<file path="config.mk">
export PLATFORM = sky130hd
export DESIGN_NAME = fsp_poll_ctrl
export DESIGN_NICKNAME = d
export VERILOG_FILES = /design/src/fsp_pkg.sv /design/src/fsp_cyc_if.sv /design/src/fsp_bus_cycle.sv /design/src/fsp_poll_ctrl.sv
export SDC_FILE = /design/constraint.sdc
export NUM_CORES = 1
export LEC_CHECK = 0
export BUFFER_PORTS_ARGS = -buffer_cell sky130_fd_sc_hd__clkbuf_2
export CORE_MARGIN = 5
export CORE_UTILIZATION = 40
export CTS_CLUSTER_DIAMETER = 50
export CTS_CLUSTER_SIZE = 8
export DETAILED_ROUTE_END_ITERATION = 8
export SKIP_CTS_REPAIR_TIMING = 1
export SLEW_MARGIN = 20
export SYNTH_ARGS = -nofsm -noshare
export SYNTH_HDL_FRONTEND = slang
export SYNTH_HIERARCHICAL = 1
export SYNTH_SLANG_ARGS = --single-unit
export TNS_END_PERCENT = 10
</file>
<file path="constraint.sdc">
create_clock -name CLK -period 4.2 [get_ports CLK]
set_input_delay 0.42 -clock CLK [delete_from_list [all_inputs] [get_ports CLK]]
set_output_delay 0.42 -clock CLK [all_outputs]
set_load 0.02 [all_outputs]
</file>
<file path="src/fsp_pkg.sv">
// Overview of operation
// - Host decides on the toggle bit; sector toggle bit only reported in status
// - Host polls at programmed or erasing address
// - Host reads twice and compares toggle bit
// - Timeout with toggling: recheck, then reset
// - Leaving polling restarts the procedure
// - Recheck polarity bit after timeout flag
// - Host writes reset after timeout failure
// - Reset is one write of F0
package fsp_pkg;
  // Software register offsets
  localparam logic [3:0] REG_CTRL = 4'h0;
  localparam logic [3:0] REG_ADDR = 4'h1;
  localparam logic [3:0] REG_DATA = 4'h2;
  localparam logic [3:0] REG_STAT = 4'h3;
  localparam logic [3:0] REG_RDAT = 4'h4;
  // Control field positions
  localparam int CTRL_GO = 0;
  localparam int CTRL_MODE = 1;
  localparam int CTRL_RESET = 3;
  // Poll modes
  localparam logic [1:0] MODE_TOGGLE = 2'h0;
  localparam logic [1:0] MODE_POLAR = 2'h1;
  localparam logic [1:0] MODE_WRITE = 2'h2;
  localparam logic [1:0] MODE_READ = 2'h3;
  // Status bit positions in the flash data byte
  localparam int BIT_POLAR = 7;
  localparam int BIT_TOGGLE = 6;
  localparam int BIT_TIMEOUT = 5;
  localparam int BIT_SECTOR = 2;
  // Reset command byte
  localparam logic [7:0] CMD_RESET = 8'hF0;
  // Bus timing
  localparam int CLK_MHZ = 20;
  localparam int STROBE_NS = 100;
  localparam int STROBE_CYC = (STROBE_NS * CLK_MHZ + 999) / 1000;
  // Result codes
  localparam logic [1:0] RES_NONE = 2'h0;
  localparam logic [1:0] RES_DONE = 2'h1;
  localparam logic [1:0] RES_FAIL = 2'h2;
  typedef enum {
    ST_IDLE, ST_RD1, ST_RD2, ST_CHECK, ST_RST, ST_OK, ST_BAD
  } fsp_state_t;
endpackage : fsp_pkg

</file>
<file path="src/fsp_cyc_if.sv">
// Request and answer of one flash bus cycle
interface fsp_cyc_if;
  logic req;
  logic wr;
  logic [20:0] addr;
  logic [7:0] wdata;
  logic done;
  logic [7:0] rdata;
  modport master (output req, wr, addr, wdata, input done, rdata);
  modport slave (input req, wr, addr, wdata, output done, rdata);
endinterface : fsp_cyc_if

</file>
<file path="src/fsp_bus_cycle.sv">
// Runs one strobed read or write cycle on the flash pins
module fsp_bus_cycle (
  // System
  input wire logic clk,
  input wire logic rst,
  // Cycle request
  fsp_cyc_if.slave cyc,
  // Flash pins
  output logic ce_n,
  output logic oe_n,
  output logic we_n,
  output logic [20:0] addr_o,
  output logic [7:0] dq_o,
  output logic dq_oe,
  input wire logic [7:0] dq_sync
);
  logic [3:0] cnt_q;
  logic busy_q;
  logic [7:0] rdata_q;
  logic done_q;

  // Strobe phase counter; read data latched at strobe end
  always_ff @(posedge clk) begin
    done_q <= 1'b0;
    if (rst) begin
      busy_q <= 1'b0;
      cnt_q <= 4'h0;
      ce_n <= 1'b1;
      oe_n <= 1'b1;
      we_n <= 1'b1;
      dq_oe <= 1'b0;
      addr_o <= 21'h000000;
      dq_o <= 8'h00;
      rdata_q <= 8'h00;
    end else if (!busy_q && cyc.req) begin
      busy_q <= 1'b1;
      cnt_q <= 4'(fsp_pkg::STROBE_CYC + 2);
      addr_o <= cyc.addr;
      dq_o <= cyc.wdata;
      dq_oe <= cyc.wr;
      ce_n <= 1'b0;
      oe_n <= cyc.wr;
      we_n <= !cyc.wr;
    end else if (busy_q) begin
      cnt_q <= cnt_q - 4'h1;
      if (cnt_q == 4'h1) begin
        // Strobes rise; each read is a distinct cycle for toggles
        ce_n <= 1'b1;
        oe_n <= 1'b1;
        we_n <= 1'b1;
        rdata_q <= dq_sync;
      end else if (cnt_q == 4'h0) begin
        busy_q <= 1'b0;
        dq_oe <= 1'b0;
        done_q <= 1'b1;
      end
    end
  end

  assign cyc.done = done_q;
  assign cyc.rdata = rdata_q;
endmodule : fsp_bus_cycle

</file>
<file path="src/fsp_poll_ctrl.sv">
// Host side status poller for an embedded program or erase
//
// Our own choices: strobed register access and the address map.
module fsp_poll_ctrl (
  // System
  input wire logic CLK,
  input wire logic SYS_RST,
  // Software port
  input wire logic [3:0] ADDR,
  input wire logic [31:0] WDATA,
  input wire logic WR,
  input wire logic RD,
  output logic [31:0] RDATA,
  // Flash pins
  output logic CE_N,
  output logic OE_N,
  output logic WE_N,
  output logic [20:0] FA,
  output logic [7:0] DQ_O,
  output logic DQ_OE,
  input wire logic [7:0] DQ_I,
  input wire logic READY_BUSY_N
);
  fsp_cyc_if cyc ();
  fsp_pkg::fsp_state_t st_q;
  logic [20:0] addr_q;
  logic [7:0] data_q;
  logic [1:0] mode_q;
  logic auto_rst_q;
  logic [7:0] first_q;
  logic [7:0] last_q;
  logic [1:0] res_q;
  logic recheck_q;
  logic sec_tog_q;
  logic [7:0] dq_s1_q, dq_s2_q;
  logic rb_s1_q, rb_s2_q;
  logic req_q;
  logic wr_q;
  logic [7:0] cyc_wdata;
  logic go;
  logic toggled;
  logic polar_ok;
  logic timeout;

  // Two-stage synchronisers for flash inputs
  always_ff @(posedge CLK) begin
    if (SYS_RST) begin
      dq_s1_q <= 8'h00;
      dq_s2_q <= 8'h00;
      rb_s1_q <= 1'b1;
      rb_s2_q <= 1'b1;
    end else begin
      dq_s1_q <= DQ_I;
      dq_s2_q <= dq_s1_q;
      rb_s1_q <= READY_BUSY_N;
      rb_s2_q <= rb_s1_q;
    end
  end

  fsp_bus_cycle u_cycle (
    .clk(CLK),
    .rst(SYS_RST),
    .cyc(cyc.slave),
    .ce_n(CE_N),
    .oe_n(OE_N),
    .we_n(WE_N),
    .addr_o(FA),
    .dq_o(DQ_O),
    .dq_oe(DQ_OE),
    .dq_sync(dq_s2_q)
  );

  assign go = WR && ADDR == fsp_pkg::REG_CTRL && WDATA[fsp_pkg::CTRL_GO];
  // Toggle compare between two back-to-back reads
  assign toggled = first_q[fsp_pkg::BIT_TOGGLE] !=
                   cyc.rdata[fsp_pkg::BIT_TOGGLE];
  assign polar_ok = cyc.rdata[fsp_pkg::BIT_POLAR] ==
                    data_q[fsp_pkg::BIT_POLAR];
  assign timeout = cyc.rdata[fsp_pkg::BIT_TIMEOUT];
  assign cyc_wdata = (st_q == fsp_pkg::ST_RST) ? fsp_pkg::CMD_RESET
                                                : data_q;

  // Software writable setup
  always_ff @(posedge CLK) begin
    if (SYS_RST) begin
      addr_q <= 21'h000000;
      data_q <= 8'h00;
      mode_q <= fsp_pkg::MODE_TOGGLE;
      auto_rst_q <= 1'b1;
    end else if (WR) begin
      if (ADDR == fsp_pkg::REG_ADDR) addr_q <= WDATA[20:0];
      if (ADDR == fsp_pkg::REG_DATA) data_q <= WDATA[7:0];
      if (ADDR == fsp_pkg::REG_CTRL) begin
        mode_q <= WDATA[fsp_pkg::CTRL_MODE +: 2];
        auto_rst_q <= WDATA[fsp_pkg::CTRL_RESET];
      end
    end
  end

  // Polling sequencer; a new start always begins at the first read
  always_ff @(posedge CLK) begin
    req_q <= 1'b0;
    if (SYS_RST) begin
      st_q <= fsp_pkg::ST_IDLE;
      wr_q <= 1'b0;
      recheck_q <= 1'b0;
      first_q <= 8'h00;
      last_q <= 8'h00;
      res_q <= fsp_pkg::RES_NONE;
      sec_tog_q <= 1'b0;
    end else begin
      unique case (st_q)
        fsp_pkg::ST_IDLE, fsp_pkg::ST_OK, fsp_pkg::ST_BAD: begin
          if (go) begin
            st_q <= fsp_pkg::ST_RD1;
            recheck_q <= 1'b0;
            res_q <= fsp_pkg::RES_NONE;
            // Mode written with this start decides the first cycle
            wr_q <= WDATA[fsp_pkg::CTRL_MODE +: 2] == fsp_pkg::MODE_WRITE;
            req_q <= 1'b1;
          end
        end
        fsp_pkg::ST_RD1: begin
          if (cyc.done) begin
            first_q <= cyc.rdata;
            last_q <= cyc.rdata;
            if (mode_q == fsp_pkg::MODE_WRITE ||
                mode_q == fsp_pkg::MODE_READ) begin
              st_q <= fsp_pkg::ST_OK;
              res_q <= fsp_pkg::RES_DONE;
            end else if (mode_q == fsp_pkg::MODE_POLAR) begin
              // Polarity poll: second match means done, else check timeout
              if (polar_ok && !recheck_q) begin
                // One more read so lower bits are settled
                recheck_q <= 1'b1;
                req_q <= 1'b1;
              end else if (polar_ok) begin
                st_q <= fsp_pkg::ST_OK;
                res_q <= fsp_pkg::RES_DONE;
              end else if (timeout) begin
                st_q <= fsp_pkg::ST_CHECK;
                req_q <= 1'b1;
              end else begin
                req_q <= 1'b1;
              end
            end else begin
              st_q <= fsp_pkg::ST_RD2;
              req_q <= 1'b1;
            end
          end
        end
        fsp_pkg::ST_RD2: begin
          if (cyc.done) begin
            last_q <= cyc.rdata;
            sec_tog_q <= first_q[fsp_pkg::BIT_SECTOR] !=
                         cyc.rdata[fsp_pkg::BIT_SECTOR];
            first_q <= cyc.rdata;
            if (!toggled) begin
              // Stopped: operation complete
              st_q <= fsp_pkg::ST_OK;
              res_q <= fsp_pkg::RES_DONE;
            end else if (recheck_q) begin
              st_q <= auto_rst_q ? fsp_pkg::ST_RST : fsp_pkg::ST_BAD;
              res_q <= fsp_pkg::RES_FAIL;
              wr_q <= auto_rst_q;
              req_q <= auto_rst_q;
            end else begin
              recheck_q <= timeout;
              req_q <= 1'b1;
            end
          end
        end
        fsp_pkg::ST_CHECK: begin
          if (cyc.done) begin
            last_q <= cyc.rdata;
            if (polar_ok) begin
              st_q <= fsp_pkg::ST_OK;
              res_q <= fsp_pkg::RES_DONE;
            end else begin
              st_q <= auto_rst_q ? fsp_pkg::ST_RST : fsp_pkg::ST_BAD;
              res_q <= fsp_pkg::RES_FAIL;
              wr_q <= auto_rst_q;
              req_q <= auto_rst_q;
            end
          end
        end
        fsp_pkg::ST_RST: begin
          // Reset command written after a failure
          if (cyc.done) begin
            st_q <= fsp_pkg::ST_BAD;
            wr_q <= 1'b0;
          end
        end
      endcase
    end
  end

  assign cyc.req = req_q;
  assign cyc.wr = wr_q;
  assign cyc.addr = addr_q;
  assign cyc.wdata = cyc_wdata;

  // Read port: data one cycle after the strobe
  always_ff @(posedge CLK) begin
    if (SYS_RST) begin
      RDATA <= 32'h00000000;
    end else if (RD) begin
      unique case (ADDR)
        fsp_pkg::REG_CTRL: RDATA <= {28'h0000000, auto_rst_q, mode_q, 1'b0};
        fsp_pkg::REG_ADDR: RDATA <= {11'h000, addr_q};
        fsp_pkg::REG_DATA: RDATA <= {24'h000000, data_q};
        fsp_pkg::REG_STAT: RDATA <= {26'h0, sec_tog_q,
                                     !rb_s2_q,
                                     res_q,
                                     st_q == fsp_pkg::ST_IDLE ||
                                     st_q == fsp_pkg::ST_OK ||
                                     st_q == fsp_pkg::ST_BAD,
                                     1'b0};
        fsp_pkg::REG_RDAT: RDATA <= {24'h000000, last_q};
        default: RDATA <= 32'h00000000;
      endcase
    end
  end
endmodule : fsp_poll_ctrl

</file>
==> impl_results.md, run 1 <==
* Capture point of the worst reg-to-reg path: st_q[0]
* Mapped Cells at between 600 and 700
* Power Internal at about 0.0025 W
* Main synth FF type: dfxtp_1
* Count leader, synth: dfxtp_1
* Clk sinks at ~140
* Final Hold Viols at 0
* Vias at around 4600
* Fin crit share at a little under three fifths
* Setup crit end kind: register
* Crit path largest cell delay at 0.83 ns
* Crit path time final at 2.33 ns
* Worst Path Required at 4.54 ns
* Tightest Pin Transition at 1.02 ns
* Met1 WL at 6920 um
* Share of layout cells above drive strength 1 at 18.8%
* Power per cell area at 540 nW/um^2
* Count of final setup violators at 0
* Fmax at 430 MHz
* Share of total power in the clock network at between 30% and 40%
* Die area at 16700 sq um
* R2r worst-path depth at 5
* CTS root buffer: clkbuf_16
* Initial Util at about two fifths
* Row count at 43
* Hold slack final at 0.191 ns
* IO Count at 114
* Crit Path Max Fanout at 22
* Worst vdd ir at 0.305 mV
* Initial antenna violation count at 0
* Post-Syn Area per Cell at 8.80 sq um
* Slowest-stage cell, CP: dfxtp_1
* RSZ-0062 raised after global routing: false
* Vias in the first global route at 4335
* Critical hold path startpoint: READY_BUSY_N
* Remaining Overflow, GRT at 0
* DR DRC count at 0
* Antenna violation net count after detailed routing at 0
* Yosys Warn Count at 6
* Logic pwr share at 20.1%
* Worst setup margin at 1.87 ns
* Distinct cell type count after synthesis at 64
* Routed wire per std cell at 15.5 um
* Synth top area cells: dfxtp_1 48%, nand2_1 7.6%, a21oi_1 6.8%
* Drt pass-1 iters at 5
* RD Place Congestion at slightly below 0.9
* Final wirelength at 14000 um
* First-pass GRT wire length at around 23000 um
* Outcome: complete, no violations
* Dpl cell area at 6110 sq um
* Max Cap Viol at 0
* Core Area at 13900 sq um
* CTS clock-pin slew for the worst setup and hold paths at about 0.05 ns
* Worst Path Class, Setup: reg2reg
* Regs by FF count: RDATA (21), addr_q (21), u_cycle/addr_o (21)
* DR WL met2 at around 6000 um
* Htree depth at 4
* Hold Path Stages at 2
* Post-Place Setup Slack at 1.76 ns
* WHS Endpoint: rb_s1_q
* CTS tree: built
* Fin util at 48.0%
* Overall routing resource usage at 17.2%
* Sequential share of power at 41.7%
* Synth area leader: dfxtp_1
* List of most frequent post-synthesis cells: 137 x dfxtp_1, 115 x nand2_1, 77 x a21oi_1, 64 x nor2_1
* Final Instance Area at 6660 sq um
* Worst EP arrival at between 2 and 3 ns
* Area grow syn2layout at 17.4%
* Top-area cell type share of the netlist area at 48.3%
* Synth async-reset ratio at 0%
* Min-delay worst type: in2reg
* FF+latch count, synth at roughly 140
* Slew headroom at between 30% and 40%
* NetSw at 0.00105 W
* Leak pwr at ~2.7 nW
* Cell breakdown of the critical path: or3b_1, a21oi_1, a31oi_2, a311o_1, o21ai_1
* Clock buffer depth at 2
* Fin Clk Skew at about 0.0059 ns
* DR iter-0 viols at 396
* Cts bufs inserted at 17
* PortBufs at between 90 and 100
* R2R Setup Slk at between 1.5 and 2 ns
* Setup_tns at 0 ns
* Final HPWL DP at 9880 um
* Top Metal Used: met4
* Die height at 129 um
* Largest net degree at the start of global routing at 90
* Via-per-instance ratio at 5.10
* Clock Latency Late Sink at around 0.41 ns
* Metal3 WL at 865 um
* Nets@finish at 764
* Netlist Area Pre-Place at around 5700 sq um
* # diodes at 0
* Seq/Total Area, Yosys at 48.3%
* Die X at 129 um
* Sw frac at 29.3%
* CP startpoint kind: register
* RR Startpoint: st_q[2]
* EDFF count, synth at 0
* Fin. max-slew vios at 0
worst max-delay path: cells and delay by family (launching register included):
family | cells | cell delay (ns)
simple gates | 1 | 0.62
compound gates | 4 | 0.81
flops | 1 | 0.83
how the worst max path moves through the flow:
stage                     startpoint   endpoint  slack [ns]  cells after the start
after floorplan              ADDR[1]   res_q[0]        2.55                      5
after global placement       ADDR[0]  addr_q[3]        1.81                      5
after detailed placement     ADDR[0]  addr_q[1]        1.76                      5
after CTS                    st_q[2]    st_q[0]        1.92                      5
after global routing         st_q[2]    st_q[0]        1.74                      5
final                        st_q[2]    st_q[0]        1.87                      5
logic make-up after synthesis:
group                    synth area share (%)
buffers and inverters                    5.69
XOR/XNOR                                 1.35
adder cells (fa/ha/maj)                 0.441
other                                  0.0661
AO/OA/AOI/OAI                            15.7
flip-flops                               48.3
AND/OR/NAND/NOR                          22.2
multiplexers                             6.20
power by group through the flow:
stage                     Clock (W)  Sequential (W)  Combinational, W
after CTS                   0.00141         0.00149          0.000715
after global placement            0         0.00152          0.000692
final                       0.00138         0.00150          0.000722
after detailed placement          0         0.00152          0.000714
after global routing        0.00146         0.00151          0.000805
after floorplan                   0         0.00147          0.000637
cell usage in the layout, fill, tap and decap left out, types with 3 or more instances in the layout:
cell type / Yosys / routed
a22oi_1: 5 / 5
nor3_1: 6 / 6
nand2b_1: 10 / 9
mux2i_1: 34 / 34
clkbuf_16: 0 / 17
nand3_1: 7 / 7
o22ai_1: 3 / 3
nor2_1: 64 / 64
clkbuf_2: 0 / 90
and3_1: 3 / 3
a211oi_1: 11 / 11
a2bb2oi_1: 4 / 4
and2_1: 7 / 7
a311oi_1: 3 / 3
nand2_1: 115 / 115
xnor2_1: 3 / 3
clkbuf_1: 23 / 3
a22o_1: 5 / 5
o21ai_0: 4 / 4
buf_4: 12 / 3
conb_1: 1 / 11
dfxtp_1: 137 / 137
a32oi_1: 3 / 3
clkbuf_8: 0 / 5
inv_1: 7 / 7
nor3b_1: 3 / 3
a21oi_1: 77 / 77
nor2b_1: 34 / 34
nand3b_1: 3 / 3
cell type report:
class	instances	area, sq um
clock buffers	25	505
clock inverters	3	40.0
fillers	1371	7220
inverters	7	26.3
multi-input cells	457	2650
flip-flops and latches	137	2740
well taps	180	225
repair buffers	93	473
per-layer routing:
metal	global-route usage, %	up-vias
met3	3.83	18
met5	0	-
met1	24.9	2138
li1	-	2301
met2	25.0	140
met4	6.30	0
stage by stage:
stage	instances	total power, W
final	902	0.00360
after global routing	902	0.00378
after CTS	902	0.00362
after detailed placement	874	0.00224
after global placement	874	0.00221
after floorplan	655	0.00211
(Power assumes the default switching activity.)
==> run 2: changes to the inputs <==
clock period = 2.27 ns   (was 4.2 ns; I/O delays follow)
==> run 2 against run 1 <==
The run now ends with hold timing left. Core utilization up 1.5 points. Sequential share of layout area decreased by 1.2 points. Clock skew rose by 0.0043 ns. Register-to-register slack got worse by 1.7 ns. Setup slack got worse by 1.7 ns. Combinational power grew 87%. Largest power group is now the clock network. Highest routed layer unchanged.
==> impl_results.md, run 2 (same netlist as run 1, synthesis figures left out) <==
* Outcome: finished, violations left
* Violated checks: hold timing
* NetSw at between 0.002 and 0.0025 W
* Min-delay worst type: in2reg
* Fin crit share at 92.6%
* Core Area at 13900 sq um
* Antenna violation net count after detailed routing at 0
* Final HPWL DP at 10100 um
* Worst EP arrival at 2.41 ns
* Cell breakdown of the critical path: xnor2_2, a21oi_2, a211oi_4, a21oi_1, a311oi_1
* Tightest Pin Transition at 0.723 ns
* RSZ-0062 raised after global routing: false
* Final Hold Viols at 1
* Fin Clk Skew at between 0.01 and 0.015 ns
* Worst Path Required at 2.58 ns
* Cts bufs inserted at 17
* RD Place Congestion at 0.869
* Regs by FF count: RDATA (21), addr_q (21), u_cycle/addr_o (21)
* Logic pwr share at about a fifth
* Sw frac at 29.3%
* Area grow syn2layout at 21.0%
* PortBufs at 91
* IO Count at 114
* CP startpoint kind: register
* Slowest-stage cell, CP: dfxtp_1
* Via-per-instance ratio at 5.03
* Hold slack final at -0.00425 ns
* Fillers at ~1300
* Power Internal at 0.00496 W
* Area of the multi-input gates at 2650 sq um
* Share of layout cells above drive strength 1 at 20.9%
* DP Cell Count at a little under 900
* Non-Filler Instances at 923
* Routed wire per std cell at 15.3 um
* Remaining Overflow, GRT at 0
* Fmax at 476 MHz
* CTS clock-pin slew for the worst setup and hold paths at 0.06 ns
* Initial Util at between 40 and 50%
* Dpl cell area at 6240 sq um
* Commonest non-fill, non-tap cells in the layout: 137 x dfxtp_1, 115 x nand2_1, 90 x clkbuf_2
* Sequential share of power at 39.4%
* Power per cell area at 1020 nW/um^2
* Setup crit end kind: register
* Die height at 129 um
* Worst Path Class, Setup: reg2reg
* Crit Path Max Fanout at 18
* Die area at about 17000 sq um
* DR iter-0 viols at 360
* Crit path time final at 2.10 ns
* Clk sinks at roughly 140
* Final wirelength at 14100 um
* Drt pass-1 iters at 5
* Crit path largest cell delay at 0.73 ns
* CP Buf/Inv Count at 0
* Fin. max-slew vios at 0
* Slew headroom at 51.8%
* Setup_tns at 0 ns
* Row count at 43
* Clock Latency Late Sink at ~0.42 ns
* Sequential Area at 2740 sq um
* Count of final setup violators at 0
* Commonest non-fill, non-tap cell in the layout: dfxtp_1
* Overall routing resource usage at roughly 17%
* Max Cap Viol at 0
* First-pass GRT wire length at 22600 um
* Worst vdd ir at ~0.48 mV
* Share of total power in the clock network at a little over 40%
* CTS root buffer: clkbuf_16
* Clock buffer depth at 2
* Final Instance Area at ~6900 sq um
* DR DRC count at 0
* CTS tree: built
* Vias in the first global route at 4399
* Vias at 4642
* CP delay by family, top: compound AO/OA/AOI/OAI gates
* Leak pwr at 2.77 nW
* Initial antenna violation count at 1
* Die X at approximately 130 um
* Largest net degree at the start of global routing at 72
* Htree depth at 4
* Nets@finish at 779
==> run 2: cell count changes in the layout (fill, tap and decap cells not counted), sizes merged <==
cell,delta
diode,+2
clkbuf,-7
clkinvlp,+1
inv,+4
bufinv,+3
buf,+15
clkinv,+3
==> run 2: final cells by class <==
type	count	area share, %
inverters	7	0.383
flip-flops and latches	137	39.9
clock inverters	14	2.82
well taps	180	3.28
diodes	2	0.0729
clock buffers	18	6.25
multi-input cells	457	38.5
repair buffers	108	8.71
==> run 2: through the flow <==
stage / total power [W] / utilization, % / setup slack [ns]
detailed placement: 0.00416 / 44.9 / 0.215
global route: 0.00734 / 49.5 / 0.0270
global placement: 0.00413 / 44.9 / 0.280
CTS: 0.00707 / 49.4 / 0.191
finish: 0.00701 / 49.5 / 0.167
floorplan: 0.00390 / - / 0.717
==> run 2: power by group through the flow <==
stage	Clock [W]	Combinational [W]	Sequential [W]
6_report	0.00290	0.00135	0.00276
5_1_grt	0.00305	0.00150	0.00279
4_1_cts	0.00295	0.00136	0.00276
3_5_place_dp	0	0.00135	0.00281
3_3_place_gp	0	0.00132	0.00281
2_1_floorplan	0	0.00118	0.00272
==> run 2: worst reg2reg max path, cell delays in order (launching register included) <==
cell	delay [ns]
dfxtp_1	0.73
xnor2_2	0.24
a21oi_2	0.16
a211oi_4	0.47
a21oi_1	0.12
a311oi_1	0.27
==> run 2: path summary, 6_finish.rpt <==
check	from	end	slack [ns]	cells after the start
max reg2reg	st_q[1]	res_q[1]	0.17	5
max	st_q[1]	res_q[1]	0.17	5
min reg2reg	rb_s1_q	rb_s2_q	0.43	1
min	READY_BUSY_N	rb_s1_q	-0.004	2
==> run 2: per-layer routing <==
| layer | up-vias | track usage (%) | routed length [um] |
|---|---|---|---|
| li1 | 2340 | - | - |
| met1 | 2179 | 24.1 | 6790 |
| met2 | 110 | 25.1 | 6230 |
| met3 | 13 | 4.33 | 882 |
| met4 | 0 | 6.73 | 192 |
| met5 | - | 0 | 0 |
